$ cat src/pdw_pkg.sv
package pdw_pkg;

	// ----------------------------------------
	// Register byte offsets
	// ----------------------------------------
	localparam logic [3:0] OFS_CLOCK_CTRL = 4'h0;
	localparam logic [3:0] OFS_STATUS     = 4'h4;
	localparam logic [3:0] OFS_CONFIG     = 4'h8;
	localparam logic [3:0] OFS_WAKE_EN    = 4'hC;

	// ----------------------------------------
	// Field positions
	// ----------------------------------------
	localparam int BIT_FREQ_SEL   = 0;
	localparam int BIT_PDF        = 0;
	localparam int BIT_TOF        = 1;
	localparam int BIT_ASLEEP     = 2;
	localparam int BIT_WAKE_SRC   = 4;
	localparam int BIT_WDT_OSC_EN = 0;
	localparam int BIT_WDT_RC_SEL = 1;

	// ----------------------------------------
	// Reset values
	// ----------------------------------------
	localparam logic [7:0] RST_CLOCK_CTRL = 8'h00;
	localparam logic [7:0] RST_CONFIG     = 8'h03;
	localparam logic [7:0] RST_WAKE_EN    = 8'h00;

	// ----------------------------------------
	// Timing and counts
	// ----------------------------------------
	localparam int          RESTART_CYCLES = 1024;
	localparam logic [10:0] RESTART_LAST   = 11'h3FF;
	localparam int          PIN_COUNT      = 8;
	localparam int          IRQ_COUNT      = 4;

	// ----------------------------------------
	// Wake source codes
	// ----------------------------------------
	localparam logic [2:0] SRC_NONE = 3'h0;
	localparam logic [2:0] SRC_RST  = 3'h1;
	localparam logic [2:0] SRC_PIN  = 3'h2;
	localparam logic [2:0] SRC_IRQ  = 3'h3;
	localparam logic [2:0] SRC_WDT  = 3'h4;

	typedef enum logic [2:0] {
		ST_RUN   = 3'b001,
		ST_SLEEP = 3'b010,
		ST_WAKE  = 3'b100
	} pdw_state_t;

endpackage

$ cat src/pdw_power_down_wakeup.sv
// Functional notes
// RL1 - System clock 6 or 12 MHz by select bit
// RL2 - Power-down stops system clock, watchdog oscillator runs
// RL3 - Config option disables watchdog RC oscillator
// RL4 - Only sleep instruction enters power-down
// RL5 - Sleep stops oscillator, halts at sleep
// RL6 - Memory, registers, ports held in power-down
// RL7 - Sleep clears watchdog; RC keeps counting, clock_frequency_select stops
// RL8 - Sleep sets powerdown flag, clears timeout flag
// RL9 - Wake on reset, pin, interrupt, watchdog overflow
// RL10 - Reset wake full reset; watchdog wake watchdog reset
// RL11 - Powerdown flag cleared by power-up, clear-watchdog
// RL12 - Timeout sets flag; wake resets PC and SP only
// RL13 - Per-pin falling-edge wake enable
// RL14 - Pin wake resumes after sleep instruction
// RL15 - Disabled interrupt or full stack resumes after sleep
// RL16 - Enabled interrupt with stack room is serviced
// RL17 - Interrupt pending at sleep cannot wake
// RL18 - Wait 1024 clocks after any wake
// RL19 - Interrupt service starts at least one cycle later
// RL20 - Next instruction runs right after the delay
// RL21 - Restart counter on system clock, release at terminal
module pdw_power_down_wakeup (
	// Clock and reset
	input  wire logic                          mclk_i,
	input  wire logic                          reset_i,
	// Avalon-MM slave
	input  wire logic [3:0]                    avs_address_i,
	input  wire logic                          avs_read_i,
	input  wire logic                          avs_write_i,
	input  wire logic [31:0]                   avs_writedata_i,
	input  wire logic [3:0]                    avs_byteenable_i,
	output logic      [31:0]                   avs_readdata_o,
	output logic                               avs_waitrequest_o,
	// Core
	input  wire logic                          sleep_exec_i,
	input  wire logic                          clr_wdt_exec_i,
	input  wire logic                          stack_full_i,
	output logic                               core_halt_o,
	output logic                               resume_next_o,
	output logic                               irq_service_o,
	output logic                               pc_sp_reset_o,
	output logic                               full_reset_o,
	// Wake sources
	input  wire logic                          ext_reset_req_i,
	input  wire logic [pdw_pkg::PIN_COUNT-1:0] pin_i,
	input  wire logic [pdw_pkg::IRQ_COUNT-1:0] irq_flag_i,
	input  wire logic [pdw_pkg::IRQ_COUNT-1:0] irq_enable_i,
	input  wire logic                          wdt_overflow_i,
	// Clocking
	output logic                               clock_frequency_select_run_o,
	output logic                               clock_frequency_select_o,
	output logic                               wdt_rc_osc_en_o,
	output logic                               wdt_clear_o,
	output logic                               wdt_run_o
);

	// ----------------------------------------
	// Input synchronisers
	// ----------------------------------------
	logic [pdw_pkg::PIN_COUNT-1:0] pin_s1_r, pin_s2_r, pin_s3_r;
	logic [pdw_pkg::PIN_COUNT-1:0] pin_s1_nxt, pin_s2_nxt, pin_s3_nxt;
	logic                          rst_s1_r, rst_s2_r;
	logic                          rst_s1_nxt, rst_s2_nxt;
	// Overflow comes from the RC oscillator side
	logic                          wdt_s1_r, wdt_s2_r;
	logic                          wdt_s1_nxt, wdt_s2_nxt;

	always_comb begin
		pin_s1_nxt = pin_i;
		pin_s2_nxt = pin_s1_r;
		pin_s3_nxt = pin_s2_r;
		rst_s1_nxt = ext_reset_req_i;
		rst_s2_nxt = rst_s1_r;
		wdt_s1_nxt = wdt_overflow_i;
		wdt_s2_nxt = wdt_s1_r;
	end

	always_ff @(posedge mclk_i or posedge reset_i) begin
		if (reset_i) begin
			pin_s1_r <= 8'hFF;
			pin_s2_r <= 8'hFF;
			pin_s3_r <= 8'hFF;
			rst_s1_r <= 1'b0;
			rst_s2_r <= 1'b0;
			wdt_s1_r <= 1'b0;
			wdt_s2_r <= 1'b0;
		end else begin
			pin_s1_r <= pin_s1_nxt;
			pin_s2_r <= pin_s2_nxt;
			pin_s3_r <= pin_s3_nxt;
			rst_s1_r <= rst_s1_nxt;
			rst_s2_r <= rst_s2_nxt;
			wdt_s1_r <= wdt_s1_nxt;
			wdt_s2_r <= wdt_s2_nxt;
		end
	end

	// ----------------------------------------
	// Registers and state
	// ----------------------------------------
	pdw_pkg::pdw_state_t           state_r, state_nxt;
	logic [7:0]                    clk_ctrl_r, clk_ctrl_nxt;
	logic [7:0]                    config_r, config_nxt;
	logic [7:0]                    wake_en_r, wake_en_nxt;
	logic                          pdf_r, pdf_nxt;
	logic                          tof_r, tof_nxt;
	logic [2:0]                    src_r, src_nxt;
	logic [pdw_pkg::IRQ_COUNT-1:0] irq_mask_r, irq_mask_nxt;
	logic [pdw_pkg::IRQ_COUNT-1:0] irq_hit_r, irq_hit_nxt;
	logic [10:0]                   cnt_r, cnt_nxt;
	logic                          svc_pend_r, svc_pend_nxt;
	logic [31:0]                   rdata_r, rdata_nxt;
	logic                          wait_r, wait_nxt;
	logic                          halt_r, halt_nxt;
	logic                          resume_r, resume_nxt;
	logic                          svc_r, svc_nxt;
	logic                          pcsp_r, pcsp_nxt;
	logic                          full_r, full_nxt;
	logic                          wclr_r, wclr_nxt;
	logic                          wrun_r, wrun_nxt;
	logic                          sysrun_r, sysrun_nxt;

	function automatic logic hit(input logic [3:0] a, input logic [3:0] o);
		hit = (a == o);
	endfunction

	logic [pdw_pkg::PIN_COUNT-1:0] pin_fall;
	logic [pdw_pkg::IRQ_COUNT-1:0] irq_wake;
	logic                          acc, wr;

	// ----------------------------------------
	// Per-pin wake detect
	// ----------------------------------------
	// Synchroniser resets high, so no false edge after reset
	genvar g;
	generate
		for (g = 0; g < pdw_pkg::PIN_COUNT; g++) begin : g_pin
			assign pin_fall[g] = pin_s3_r[g] & ~pin_s2_r[g] &
				wake_en_r[g]; // [RL13]
		end
	endgenerate

	always_comb begin
		irq_wake = irq_flag_i & ~irq_mask_r; // [RL17]
		acc      = (avs_read_i | avs_write_i) & wait_r;
		// Write lands only on the acknowledge edge
		wr       = avs_write_i & ~wait_r & avs_byteenable_i[0];
	end

	// ----------------------------------------
	// Next-state logic
	// ----------------------------------------
	always_comb begin
		state_nxt    = state_r;
		clk_ctrl_nxt = clk_ctrl_r;
		config_nxt   = config_r;
		wake_en_nxt  = wake_en_r;
		pdf_nxt      = pdf_r;
		tof_nxt      = tof_r;
		src_nxt      = src_r;
		irq_mask_nxt = irq_mask_r;
		irq_hit_nxt  = irq_hit_r;
		cnt_nxt      = cnt_r;
		svc_pend_nxt = 1'b0;
		rdata_nxt    = rdata_r;
		wait_nxt     = 1'b1;
		resume_nxt   = 1'b0;
		svc_nxt      = 1'b0;
		pcsp_nxt     = 1'b0;
		full_nxt     = 1'b0;
		wclr_nxt     = 1'b0;
		// Bus: one wait cycle, then acknowledge
		if (acc) begin
			wait_nxt  = 1'b0;
			rdata_nxt = 32'h0;
			if (avs_read_i) begin
				if (hit(avs_address_i, pdw_pkg::OFS_CLOCK_CTRL))
					rdata_nxt[7:0] = clk_ctrl_r;
				else if (hit(avs_address_i, pdw_pkg::OFS_STATUS))
					rdata_nxt[7:0] = {1'b0, src_r, 1'b0,
						state_r != pdw_pkg::ST_RUN, tof_r, pdf_r};
				else if (hit(avs_address_i, pdw_pkg::OFS_CONFIG))
					rdata_nxt[7:0] = config_r;
				else if (hit(avs_address_i, pdw_pkg::OFS_WAKE_EN))
					rdata_nxt[7:0] = wake_en_r;
			end
		end
		if (wr && hit(avs_address_i, pdw_pkg::OFS_CLOCK_CTRL))
			clk_ctrl_nxt = avs_writedata_i[7:0]; // [RL1]
		if (wr && hit(avs_address_i, pdw_pkg::OFS_CONFIG))
			config_nxt = avs_writedata_i[7:0]; // [RL3]
		if (wr && hit(avs_address_i, pdw_pkg::OFS_WAKE_EN))
			wake_en_nxt = avs_writedata_i[7:0]; // [RL13]
		// Flags: hardware set wins over clear
		if (clr_wdt_exec_i)
			pdf_nxt = 1'b0; // [RL11]
		if (wdt_s2_r)
			tof_nxt = 1'b1; // [RL12]
		unique case (state_r)
			pdw_pkg::ST_RUN: begin
				if (sleep_exec_i) begin // [RL4]
					state_nxt    = pdw_pkg::ST_SLEEP; // [RL5]
					pdf_nxt      = 1'b1; // [RL8] [RL11]
					// Overflow in the same cycle still sets
					tof_nxt      = wdt_s2_r; // [RL8] [RL12]
					wclr_nxt     = 1'b1; // [RL7]
					irq_mask_nxt = irq_flag_i; // [RL17]
					src_nxt      = pdw_pkg::SRC_NONE;
				end
			end
			pdw_pkg::ST_SLEEP: begin
				// Only wake sources act; core state is frozen [RL6]
				if (rst_s2_r || wdt_s2_r || |pin_fall ||
					|irq_wake) begin // [RL9]
					state_nxt   = pdw_pkg::ST_WAKE;
					cnt_nxt     = 11'h000;
					irq_hit_nxt = irq_wake;
					if (rst_s2_r)
						src_nxt = pdw_pkg::SRC_RST;
					else if (wdt_s2_r)
						src_nxt = pdw_pkg::SRC_WDT;
					else if (|pin_fall)
						src_nxt = pdw_pkg::SRC_PIN;
					else
						src_nxt = pdw_pkg::SRC_IRQ;
				end
			end
			pdw_pkg::ST_WAKE: begin
				cnt_nxt = cnt_r + 11'h001; // [RL21]
				if (cnt_r == pdw_pkg::RESTART_LAST) begin // [RL18] [RL21]
					state_nxt = pdw_pkg::ST_RUN;
					unique case (src_r)
						pdw_pkg::SRC_RST: full_nxt = 1'b1; // [RL10]
						pdw_pkg::SRC_WDT: pcsp_nxt = 1'b1; // [RL10] [RL12]
						pdw_pkg::SRC_IRQ: begin
							if (|(irq_hit_r & irq_enable_i) && !stack_full_i)
								svc_pend_nxt = 1'b1; // [RL16] [RL19]
							else
								resume_nxt = 1'b1; // [RL15]
						end
						default: resume_nxt = 1'b1; // [RL14] [RL20]
					endcase
				end
			end
			default: state_nxt = pdw_pkg::ST_RUN;
		endcase
		// Interrupt vectoring one cycle after release
		if (svc_pend_r)
			svc_nxt = 1'b1; // [RL19]
		halt_nxt   = (state_nxt != pdw_pkg::ST_RUN) || svc_pend_nxt; // [RL5]
		sysrun_nxt = state_nxt != pdw_pkg::ST_SLEEP; // [RL2]
		// RC-clocked watchdog keeps counting in sleep
		wrun_nxt   = (state_nxt != pdw_pkg::ST_SLEEP) ||
			(config_nxt[pdw_pkg::BIT_WDT_RC_SEL] &
			config_nxt[pdw_pkg::BIT_WDT_OSC_EN]); // [RL2] [RL7]
	end

	// ----------------------------------------
	// Bus registers
	// ----------------------------------------
	always_ff @(posedge mclk_i or posedge reset_i) begin
		if (reset_i) begin
			clk_ctrl_r <= pdw_pkg::RST_CLOCK_CTRL;
			config_r   <= pdw_pkg::RST_CONFIG;
			wake_en_r  <= pdw_pkg::RST_WAKE_EN;
			rdata_r    <= 32'h0;
			wait_r     <= 1'b1;
		end else begin
			clk_ctrl_r <= clk_ctrl_nxt;
			config_r   <= config_nxt;
			wake_en_r  <= wake_en_nxt;
			rdata_r    <= rdata_nxt;
			wait_r     <= wait_nxt;
		end
	end

	// ----------------------------------------
	// Status flags
	// ----------------------------------------
	always_ff @(posedge mclk_i or posedge reset_i) begin
		if (reset_i) begin
			pdf_r      <= 1'b0; // [RL11]
			tof_r      <= 1'b0;
			src_r      <= pdw_pkg::SRC_NONE;
			irq_mask_r <= 4'h0;
			irq_hit_r  <= 4'h0;
		end else begin
			pdf_r      <= pdf_nxt;
			tof_r      <= tof_nxt;
			src_r      <= src_nxt;
			irq_mask_r <= irq_mask_nxt;
			irq_hit_r  <= irq_hit_nxt;
		end
	end

	// ----------------------------------------
	// Sequencer and core outputs
	// ----------------------------------------
	always_ff @(posedge mclk_i or posedge reset_i) begin
		if (reset_i) begin
			state_r    <= pdw_pkg::ST_RUN;
			cnt_r      <= 11'h000;
			svc_pend_r <= 1'b0;
			halt_r     <= 1'b0;
			resume_r   <= 1'b0;
			svc_r      <= 1'b0;
			pcsp_r     <= 1'b0;
			full_r     <= 1'b0;
			wclr_r     <= 1'b0;
			wrun_r     <= 1'b1;
			sysrun_r   <= 1'b1;
		end else begin
			state_r    <= state_nxt;
			cnt_r      <= cnt_nxt;
			svc_pend_r <= svc_pend_nxt;
			halt_r     <= halt_nxt;
			resume_r   <= resume_nxt;
			svc_r      <= svc_nxt;
			pcsp_r     <= pcsp_nxt;
			full_r     <= full_nxt;
			wclr_r     <= wclr_nxt;
			wrun_r     <= wrun_nxt;
			sysrun_r   <= sysrun_nxt;
		end
	end

	// ----------------------------------------
	// Outputs
	// ----------------------------------------
	assign avs_readdata_o           = rdata_r;
	assign avs_waitrequest_o        = wait_r;
	assign core_halt_o              = halt_r;
	assign resume_next_o            = resume_r;
	assign irq_service_o            = svc_r;
	assign pc_sp_reset_o            = pcsp_r;
	assign full_reset_o             = full_r;
	assign clock_frequency_select_run_o             = sysrun_r;
	assign clock_frequency_select_o = clk_ctrl_r[pdw_pkg::BIT_FREQ_SEL]; // [RL1]
	assign wdt_rc_osc_en_o          = config_r[pdw_pkg::BIT_WDT_OSC_EN]; // [RL3]
	assign wdt_clear_o              = wclr_r;
	assign wdt_run_o                = wrun_r;

endmodule

$ cat config.mk
export PLATFORM = sky130hd
export DESIGN_NAME = pdw_power_down_wakeup
export DESIGN_NICKNAME = d
export VERILOG_FILES = /design/src/pdw_pkg.sv /design/src/pdw_power_down_wakeup.sv
export SDC_FILE = /design/constraint.sdc
export NUM_CORES = 1
export LEC_CHECK = 0
export BUFFER_PORTS_ARGS = -buffer_cell sky130_fd_sc_hd__buf_2
export CORE_UTILIZATION = 30
export DETAILED_ROUTE_END_ITERATION = 12
export GPL_TIMING_DRIVEN = 0
export SETUP_SLACK_MARGIN = 0.05
export SYNTH_ARGS = -nofsm -noshare
export SYNTH_HDL_FRONTEND = slang
export SYNTH_SLANG_ARGS = --single-unit
export TNS_END_PERCENT = 1
$ cat constraint.sdc
create_clock -name mclk_i -period 3.8 [get_ports mclk_i]
set_input_delay 0.76 -clock mclk_i [delete_from_list [all_inputs] [get_ports mclk_i]]
set_output_delay 0.76 -clock mclk_i [all_outputs]
set_load 0.05 [all_outputs]
== Word level (Yosys, flattened, before mapping) ==
Cells that the tools add are included.

* Add/sub/neg operators: 1
* Equality and inequality tests: 15
* Mux-type cells: 42
* Bitwise gates (word level): 33
* Reduce and logical (&&, ||, !) cells: 21

{| class="wikitable"
|+ Operators by type and width
! cell !! count
|-
| 8-bit two-way mux || 5
|-
| 1-bit two-way mux || 24
|-
| 11-bit one-hot mux with 2 select lines || 1
|-
| 3-bit two-way mux || 7
|-
| 1-bit bitwise AND || 20
|-
| 11-bit by 1-bit adder with 11-bit output (second input constant) || 1
|-
| 11-bit by 10-bit == test with 1-bit output (second input constant) || 1
|-
| 11-bit two-way mux || 1
|-
| 1-bit NOT || 9
|-
| 3-bit one-hot mux with 3 select lines || 1
|-
| 4-bit bitwise AND || 2
|-
| 4-bit == test (second input constant) || 2
|-
| 4-bit OR reduction || 2
|-
| 8-bit OR reduction || 1
|-
| 3-bit by 1-bit == test with 1-bit output (second input constant) || 2
|-
| 3-bit by 2-bit == test with 1-bit output (second input constant) || 2
|-
| 3-bit == test (second input constant) || 2
|-
| 3-bit by 1-bit != test with 1-bit output (second input constant) || 2
|-
| 3-bit one-hot mux with 2 select lines || 1
|-
| 2-bit AND reduction || 3
|-
| 1-bit logical OR || 5
|-
| 4-bit by 3-bit == test with 1-bit output (second input constant) || 1
|-
| 1-bit logical AND || 4
|-
| 4-bit logical NOT || 1
|-
| other kinds (10) || 12
|}

* Flip-flop bits (word level): 97
* Bits of input ports: 65
* Output and inout port bits: 43
* Logic and storage cells: 141

== Logic depth before layout (Yosys ltp) ==
Gate-level depths: netlist of the first run.

* Word-level depth: 10
* Depth in mapped cells: 6
* Depth with buffers taken out: 6

== Worst setup path before layout of the first run ==
OpenSTA, ideal clock, no wires.

* Kind: input port to flip-flop
* Start: input avs_address_i[1]
* End: register clk_ctrl_r[0]
* Data arrival time: 1811 ps
* Required time: 3675 ps
* Path slack: 1864 ps
* Stages on the path: 5
* Buffers on the path: 1
* Cell sequence: nor3_1 nand2b_1 nor2b_1 buf_2 mux2_2

* Longest elaborated chain between the ends: 2

{| class="wikitable"
|+ RTL lines
! element !! RTL line !! text
|-
| start: declaration || pdw_power_down_wakeup.sv:28 || <nowiki>input wire logic [3:0] avs_address_i,</nowiki>
|-
| 4-bit logical NOT || pdw_power_down_wakeup.sv:125 || <nowiki>hit = (a == o);</nowiki>
|-
| 1-bit logical AND || pdw_power_down_wakeup.sv:189 || <nowiki>if (wr && hit(avs_address_i, pdw_pkg::OFS_CLOCK_CTRL))</nowiki>
|-
| end signal: assignment || pdw_power_down_wakeup.sv:264 || <nowiki>clk_ctrl_r <= pdw_pkg::RST_CLOCK_CTRL;</nowiki>
|-
| end signal: assignment || pdw_power_down_wakeup.sv:270 || <nowiki>clk_ctrl_r <= clk_ctrl_nxt;</nowiki>
|-
| end: declaration || pdw_power_down_wakeup.sv:103 || <nowiki>logic [7:0] clk_ctrl_r, clk_ctrl_nxt;</nowiki>
|}

Every way passes these cells.
A chain may end at the register's enable or synchronous reset.

== Worst setup path in the final report of the first run ==
* Start: input avs_address_i[1]
* End: register clk_ctrl_r[4]

The elaborated chain is that of the path after synthesis.

==> metrics, run 1 <==
Hold Crit Class flip-flop to flip-flop; worst hold start wdt_s1_r; Power per Cell Area roughly 580 mW/mm^2; final worst setup slack around 1.7 ns; row count 41; Net Sw Frac 0.307; Final Setup Violations 0; Int Pwr ~0.0020 W; dpl ws approximately 1.4 ns; # resized after CTS 0; synthesis-to-finish area growth 22.8%; Seq cells post-synth 97; placed cells between 500 and 600; status completed; most frequent CP cell buf_2; Root Buffer clkbuf_16; Setup CP Type input port to flip-flop; minimum clock period about 2.1 ns; register share of total power 0.472; DRC viols 0; First-pass DRT Iterations 4; CTS Sinks just under 100; combinational power share 0.205; Post-synth top flop dfrtp_1; worst-margin pin slew between 0.6 and 0.7 ns; Leak around 2.4 nW; first-pass GRT wire length about 13000 microns; GRT Overall Usage 0.125; ANT cells 0; H-tree levels 3; RD Place Congestion ~0.73; Post-synth EDFFs 0; async set-reset flop share out of synthesis 1.00; setup bufs post-CTS 0; synth unique cells slightly below 50; CP endpoint kind flip-flop; post-route design area about 0.0049 sq mm; Max Slew Vio Count 0; FF/Latch Area ~0.0025 sq mm; Rel. slew slack 0.548; TNS Setup 0 ns; CORE AREA 0.0128 sq mm; footprint of the multi-input gates 0.00137 sq mm; CP required around 4 ns; cts bufs inserted 9; Worst IR Drop VDD approximately 240 uV; Tcrit/Tclk final 0.544; Arr. time, crit path around 2.3 ns; Final Instance Count excl. Fillers 600; worst r2r src pin_s2_r[7]; Synth Area per Inst about 12 sq um; r2r setup slk around 1.8 ns; grt ovf 0; io pins about 110; clk buf depth 2; layout cells sized above 1 0.367; worst skew pair latency about 0.34 ns; CP max-delay cell nor3_1; die height approximately 120 microns; clk_skew approximately 0.0077 ns; antenna viol nets, final 0; CP top delay family simple AND/OR/NAND/NOR gates; DRT iter0 DRCs roughly 170; largest net degree at the start of global routing 56; max frequency approximately 480 MHz; Die W 118 microns; I/O Buffers 55; die footprint ~0.014 sq mm; clock power share 0.322; hold_buf cts 0; CP startpoint avs_address_i[1]; CP Max Fanout 8; Final #Nets between 400 and 500; RSZ-0062 raised after global routing no; Wirelength per Cell about 13 microns; crit-path cells buf_2 > nor3_1 > nand2b_1 > nor2b_1 > buf_2 > mux2_2; Startpoint Class input port; Filler cells between 1000 and 1500; DP Area about 0.0046 sq mm; initial antenna violation count 0; Final HPWL DP between 5000 and 6000 microns; largest stage delay on the critical path 0.39 ns; TritonCTS clock tree yes; Vias/cell between 4 and 5; vias in the first global route 2569; Initial Util 0.312; Final Hold Slack ~0.35 ns; Bufs and invs on worst path 2; maxcap violations 0; synth warn 0; Mapped Cells between 300 and 400; WL final ~8000 microns; detailed-route via count ~2600; Sw Pwr between 0.0008 and 0.0009 W; Hold Fails Final Rpt 0; post-synthesis sequential area ratio 0.615; clock-pin slew on the worst setup and hold paths 0.07 ns; synthesized area 0.00401 sq mm
flip-flops by register name, summed over array words and instances (netlist names), 4 cells and up:
signal,flops
avs_readdata_o,8
clk_ctrl_r,8
cnt_r,11
config_r,8
irq_hit_r,4
irq_mask_r,4
pin_s1_r,8
pin_s2_r,8
pin_s3_r,8
wake_en_r,8
cells in the mapped netlist (2+ instances only):
cell | instances | share of area
a21o_1 | 2 | 0.0037
a21oi_1 | 9 | 0.011
a31oi_1 | 7 | 0.011
and3_1 | 4 | 0.0062
buf_2 | 3 | 0.0037
buf_4 | 24 | 0.045
clkbuf_1 | 3 | 0.0028
dfrtp_1 | 67 | 0.42
dfstp_2 | 30 | 0.20
inv_1 | 9 | 0.0084
mux2_1 | 3 | 0.0084
mux2_2 | 21 | 0.059
mux2i_1 | 8 | 0.020
nand2_1 | 47 | 0.044
nand2b_1 | 6 | 0.0094
nand3_1 | 8 | 0.010
nand3b_1 | 2 | 0.0037
nand4_1 | 3 | 0.0047
nor2_1 | 12 | 0.011
nor2_2 | 2 | 0.0031
nor2b_1 | 3 | 0.0047
nor3_1 | 8 | 0.010
o21ai_0 | 9 | 0.011
o21ai_1 | 3 | 0.0037
o21bai_1 | 3 | 0.0056
o221ai_1 | 6 | 0.013
o22ai_1 | 4 | 0.0062
xnor2_1 | 3 | 0.0066
xor2_1 | 4 | 0.0087
cell type report:
type	instances	area share
well taps	172	0.0438
inverters	9	0.00738
repair buffers	56	0.0600
plain buffers	32	0.0450
flip-flops and latches	97	0.501
multi-input cells	218	0.279
clock inverters	2	0.00356
clock buffers	14	0.0600
placed cells by master, fill, tap and decap left out, types with 2 or more instances in the layout:
cell       instances
nand4_1            3
o21ai_0            9
buf_2             58
nor2_2             2
o21ai_1            3
mux2_1             3
nand3_1            8
a31oi_1            7
nand3b_1           2
mux2i_1            8
xnor2_1            3
dfstp_2           30
a21oi_1            9
clkinv_4           2
nor2_1            12
nor3_1             8
clkbuf_16         10
a21o_1             2
mux2_2            21
buf_4             24
nand2b_1           6
conb_1            24
xor2_1             4
inv_1              8
clkbuf_8           3
o221ai_1           6
dfrtp_1           67
nand2_1           47
nor2b_1            3
o21bai_1           3
clkbuf_1           4
and3_1             4
o22ai_1            4
cell families after synthesis:
logic type | Yosys count | share of synthesized area
mux | 32 | 0.0874
xor+xnor | 7 | 0.0153
simple gates | 105 | 0.135
compound gates | 49 | 0.0793
fa+ha+maj | 1 | 0.00312
other cells | 1 | 0.000936
flops | 97 | 0.615
buf+inv | 41 | 0.0637
worst reg2reg max path, delay by kind of cell, from the launching register on:
family / cells / cell delay, ns
buffers and inverters: 1 / 0.28
AOI/OAI and AO/OA: 3 / 0.55
and+or+nand+nor: 2 / 0.59
DFF: 1 / 0.52
per-layer routing:
metal  vias up  track usage  wire, microns  part of all wire
met2        90        0.179           3450              0.43
met1      1215        0.171           3930              0.49
met3        14       0.0388            502             0.062
li1       1289            -              -                 -
met4         0       0.0601            158             0.020
met5         -            0              0                 0
path summary, 6_finish.rpt:
| path | to | cells after the start |
|---|---|---|
| worst max-delay path | clk_ctrl_r[4] | 6 |
| worst min-delay path | wdt_s2_r | 0 |
| worst max register to register | state_r[2] | 6 |
| worst min register to register | wdt_s2_r | 0 |
| max in group asynchronous | state_r[0] | 3 |
| min in group asynchronous | avs_readdata_o[3] | 2 |
power groups by stage:
stage / Clock [W] / Sequential [W] / Combinational, W
floorplan: 0 / 0.00142 / 0.000358
global placement: 0 / 0.00135 / 0.000576
detailed placement: 0 / 0.00136 / 0.000586
CTS: 0.000939 / 0.00134 / 0.000592
global route: 0.000989 / 0.00137 / 0.000643
finish: 0.000917 / 0.00134 / 0.000584
per-stage QoR:
stage | util | power (W)
floorplan | - | 0.00178
global placement | 0.357 | 0.00193
detailed placement | 0.359 | 0.00195
CTS | 0.384 | 0.00287
global route | 0.384 | 0.00300
finish | 0.384 | 0.00284
No activity file was read; power rests on OpenSTA's default activity.
==> run 2: changes to the inputs <==
==> constraint.sdc (replaced) <==
create_clock -name mclk_i -period 1.85 [get_ports mclk_i]
set_input_delay 0.37 -clock mclk_i [delete_from_list [all_inputs] [get_ports mclk_i]]
set_output_delay 0.37 -clock mclk_i [all_outputs]
set_load 0.05 [all_outputs]
==> metrics, run 2 (same netlist as run 1, synthesis figures left out) <==
DRT iter0 DRCs between 100 and 150; CP required about 2.1 ns; die footprint 0.0138 sq mm; grt ovf 0; TritonCTS clock tree yes; minimum clock period 1.74 ns; row count 41; CTS Sinks slightly below 100; clock power share 0.307; I/O Buffers 55; Leak ~2.4 nW; status completed; CP endpoint kind flip-flop; Largest Register cnt_r; Net Sw Frac 0.318; CORE AREA 0.0128 sq mm; max frequency between 500 and 600 MHz; Wirelength per Cell approximately 14 microns; worst skew pair latency 0.34 ns; Vias/cell 4.34; CP Max Fanout 8; Setup CP Type flip-flop to flip-flop; combinational power share 0.220; Root Buffer clkbuf_16; Int Pwr between 0.003 and 0.004 W; DP Area 0.00463 sq mm; Final HPWL DP about 6000 microns; Startpoint Class flip-flop; antenna viol nets, final 0; clk_skew between 0.006 and 0.007 ns; post-route design area 0.00500 sq mm; clock-pin slew on the worst setup and hold paths 0.07 ns; vias in the first global route between 2000 and 3000; DRC viols 0; cts bufs inserted 9; Worst IR Drop VDD around 480 uV; commonest non-fill, non-tap cell in the layout dfrtp_1; Die W around 120 microns; Final #Nets approximately 500; Sw Pwr roughly 0.0019 W; detailed-route via count 2632; WL final 8280 microns; first-pass GRT wire length 13600 microns; synthesis-to-finish area growth 24.9%; most frequent cells in the layout dfrtp_1, buf_2, nand2_1; max FFs per register 11; Initial Util 0.312; Final Setup Violations 0; Tcrit/Tclk final 0.938; ANT cells 0; Arr. time, crit path just under 2 ns; fin util 0.390; die height roughly 120 microns; total power draw roughly 0.006 W; Hold Crit Class input port to flip-flop; clk buf depth 2; GRT Overall Usage 0.127; TNS Setup 0 ns; Max Slew Vio Count 0; H-tree levels 3; register share of total power 0.473; Power per Cell Area about 1200 mW/mm^2; First-pass DRT Iterations 4; maxcap violations 0; Rel. slew slack 0.487; io pins around 110; Hold Fails Final Rpt 0; largest net degree at the start of global routing 36; RD Place Congestion roughly 0.74; initial antenna violation count 0; RSZ-0062 raised after global routing yes; r2r setup slk between 0.1 and 0.15 ns; worst-margin pin slew around 0.77 ns; layout cells sized above 1 0.389
## run 2: cell types whose count changed in the layout (fill, tap and decap cells not counted), moves of 2 or more
cell and change:
buf_4 +4, clkinv_4 -2, clkbuf_8 -3, inv_6 +2
clkinv_2 +2
## run 2: critical path, stage by stage (launching register included)
cell     delay (ns)
dfrtp_2        0.42
or3b_1         0.37
buf_6          0.15
nor4_4         0.30
nand3_1        0.13
xor2_1         0.20
nor2_2         0.04
## run 2: worst paths after layout
path                                 start                end  cells past startpoint
worst max-delay path            state_r[1]          cnt_r[10]                      6
worst min-delay path              pin_i[1]        pin_s1_r[1]                      1
worst max register to register  state_r[1]          cnt_r[10]                      6
worst min register to register  svc_pend_r      irq_service_o                      0
max in group asynchronous          reset_i        pin_s3_r[0]                      3
min in group asynchronous          reset_i  avs_readdata_o[7]                      2
## run 2: stage by stage
stage | std cells | hold WS, ns | setup slack (ns)
final | 606 | 0.121 | 0.115
after global routing | 606 | 0.103 | 0.0113
after CTS | 602 | 0.107 | 0.0726
after detailed placement | 585 | 0.336 | -0.231
after global placement | 583 | 0.333 | -0.278
after floorplan | 356 | 0.331 | 0.192
## run 2: final cells by class
type                       count  area, sq um
buffer                        32          228
clock buffer                  11          254
clock inverter                 5         33.8
fill                        1293         7820
inverter                       9         37.5
multi-input combinational    218         1420
sequential                    97         2470
tap                          172          215
timing repair buffer          62          353
## run 2: power by group through the flow
stage | Sequential [W] | Combinational, W | Clock [W]
floorplan | 0.00293 | 0.000736 | 0
global placement | 0.00278 | 0.00118 | 0
global route | 0.00282 | 0.00141 | 0.00193
CTS | 0.00277 | 0.00125 | 0.00185
detailed placement | 0.00281 | 0.00121 | 0
finish | 0.00277 | 0.00129 | 0.00180
## run 2: per-layer routing
layer	global-route usage	part of all wire	vias to the layer above
met5	0	0	-
met1	0.164	0.47	1247
li1	-	-	1301
met2	0.193	0.45	68
met4	0.0761	0.028	0
met3	0.0325	0.049	16
## run 2: what timing repair did
| action | in CTS | in global routing |
|---|---|---|
| setup buffers | 1 | 3 |
| pin swaps | 1 | 4 |
| gates cloned | 0 | 1 |
| gates resized for setup | 6 | 5 |
| hold buffers | 0 | 0 |
| endpoints found under the setup margin | 16 | 11 |
==> run 3: changes to the inputs <==
--- a/config.mk
+++ b/config.mk
@@ -6,6 +6,8 @@
 export NUM_CORES = 1
 export LEC_CHECK = 0
 export BUFFER_PORTS_ARGS = -buffer_cell sky130_fd_sc_hd__buf_2
+export CORE_ASPECT_RATIO = 2
+export CORE_MARGIN = 2
 export CORE_UTILIZATION = 30
 export DETAILED_ROUTE_END_ITERATION = 12
 export GPL_TIMING_DRIVEN = 0
==> metrics, run 3 (same netlist as run 1, synthesis figures left out) <==
dpl ws -0.287 ns; worst skew pair latency 0.35 ns; clock-pin slew on the worst setup and hold paths 0.07 ns; clk_skew ~0.0095 ns; Arr. time, crit path 1.96 ns; grt ovf 0; Vias/cell approximately 4.6; cts bufs inserted 9; final worst setup slack 0.117 ns; Wirelength per Cell around 15 microns; Rel. slew slack 0.587; Leak around 2.4 nW; Final #Nets between 400 and 500; most frequent cells in the layout dfrtp_1, buf_2, nand2_1; die footprint about 0.014 sq mm; most frequent CP cell buf_6; clk buf depth 2; First-pass DRT Iterations 4; Initial Util 0.308; antenna viol nets, final 0; minimum clock period 1.73 ns; Tcrit/Tclk final 0.937; vias in the first global route 2748; Hold Crit Class input port to async pin; Final HPWL DP 6480 microns; RD Place Congestion between 0.7 and 0.8; Root Buffer clkbuf_16; GRT Overall Usage 0.127; maxcap violations 0; Setup CP Type flip-flop to flip-flop; Max Slew Vio Count 0; WL met2 around 4800 microns; CORE AREA 0.0130 sq mm; first-pass GRT wire length around 14000 microns; DRC viols 0; worst-margin pin slew around 0.61 ns; crit-path cells nand3b_1 > o221ai_2 > nor4_4 > buf_6 > a21oi_4 > buf_6 > o21bai_1; TritonCTS clock tree yes; Worst IR Drop VDD 600 uV; layout cells sized above 1 0.386; die height between 150 and 200 microns; CP Max Fanout 10; CP top delay family flip-flops; detailed-route via count 2692; synthesis-to-finish area growth 23.9%; met3 WL approximately 340 microns; largest net degree at the start of global routing 41; Power per Cell Area about 1200 mW/mm^2; CP max-delay cell dfstp_2; Final Setup Violations 0; WL final between 8000 and 9000 microns; top routing layer used met4; H-tree levels 3; CTS Sinks 97; status completed; commonest non-fill, non-tap cell in the layout dfrtp_1; Startpoint Class flip-flop; Die W between 80 and 90 microns; wl on met1 roughly 3100 microns; row count 59; initial antenna violation count 0; largest stage delay on the critical path around 0.52 ns; Bufs and invs on worst path 2; Hold Fails Final Rpt 0; Final Hold Slack 0.0349 ns; CP required 2.08 ns; Largest Register cnt_r; max frequency slightly below 600 MHz; hold_buf cts 0; RSZ-0062 raised after global routing yes; CP endpoint kind flip-flop; I/O Buffers 55; max FFs per register 11; io pins approximately 110; ANT cells 0; DRT iter0 DRCs ~110
[run 3: cell count changes in the layout (fill, tap and decap cells not counted), moves of 2 or more]
| cell | before | now |
|---|---|---|
| clkinv_4 | 0 | 2 |
| buf_4 | 28 | 24 |
| clkinvlp_4 | 1 | 3 |
| clkinv_2 | 2 | 0 |
| nor3_2 | 0 | 2 |
| nor3_1 | 8 | 6 |
[run 3: where the power goes]
part / switching (W) / total, W / internal, W
registers: 0.000259 / 0.00277 / 0.00251
clock network: 0.000819 / 0.00175 / 0.000930
logic: 0.000811 / 0.00127 / 0.000458
total: 0.00189 / 0.00579 / 0.00390
[run 3: layout make-up]
cell class	instances	area, sq um
Buffer	32	228
Tap cell	152	190
Clock buffer	10	229
Sequential cell	97	2460
Inverter	9	37.5
Clock inverter	6	52.6
Multi-Input combinational cell	218	1430
Fill cell	1301	8030
Timing Repair Buffer	58	327
[run 3: final timing paths]
kind	startpoint	end	slack, ns	cells after the start
hold / removal	reset_i	wdt_clear_o	0.03	2
max in group asynchronous	reset_i	avs_waitrequest_o	0.93	4
min in group mclk_i	pin_i[7]	pin_s1_r[7]	0.12	1
hold reg to reg	svc_pend_r	irq_service_o	0.35	0
setup / recovery	pin_s2_r[3]	state_r[2]	0.12	7
setup reg to reg	pin_s2_r[3]	state_r[2]	0.12	7
[run 3: timing repair]
item / 4_1_cts / 5_1_grt
pin swaps: 2 / 0
setup buffers: 1 / 0
endpoints found under the setup margin: 16 / 16
resized for setup: 8 / 5
cloned: 0 / 0
[run 3: worst reg2reg max path, stage by stage, from the launching register on]
cell and delay (ns):
dfstp_2 0.52, nand3b_1 0.12, o221ai_2 0.11, nor4_4 0.27, buf_6 0.16, a21oi_4 0.09, buf_6 0.18, o21bai_1 0.16
[run 3: stage by stage]
step	util	cells	power, W	setup TNS (ns)	area (sq um)
after floorplan	-	356	0.00366	0	4100
after detailed placement	0.354	565	0.00404	-3.86	4600
final	0.382	582	0.00579	0	4960
after CTS	0.380	582	0.00587	0	4940
after global routing	0.382	582	0.00613	0	4960
after global placement	0.351	563	0.00398	-20.47	4560
[run 3: layer usage]
layer | vias up | GRT usage
li1 | 1292 | -
met1 | 1315 | 0.130
met2 | 67 | 0.231
met3 | 18 | 0.0276
met4 | 0 | 0.0711
met5 | - | 0
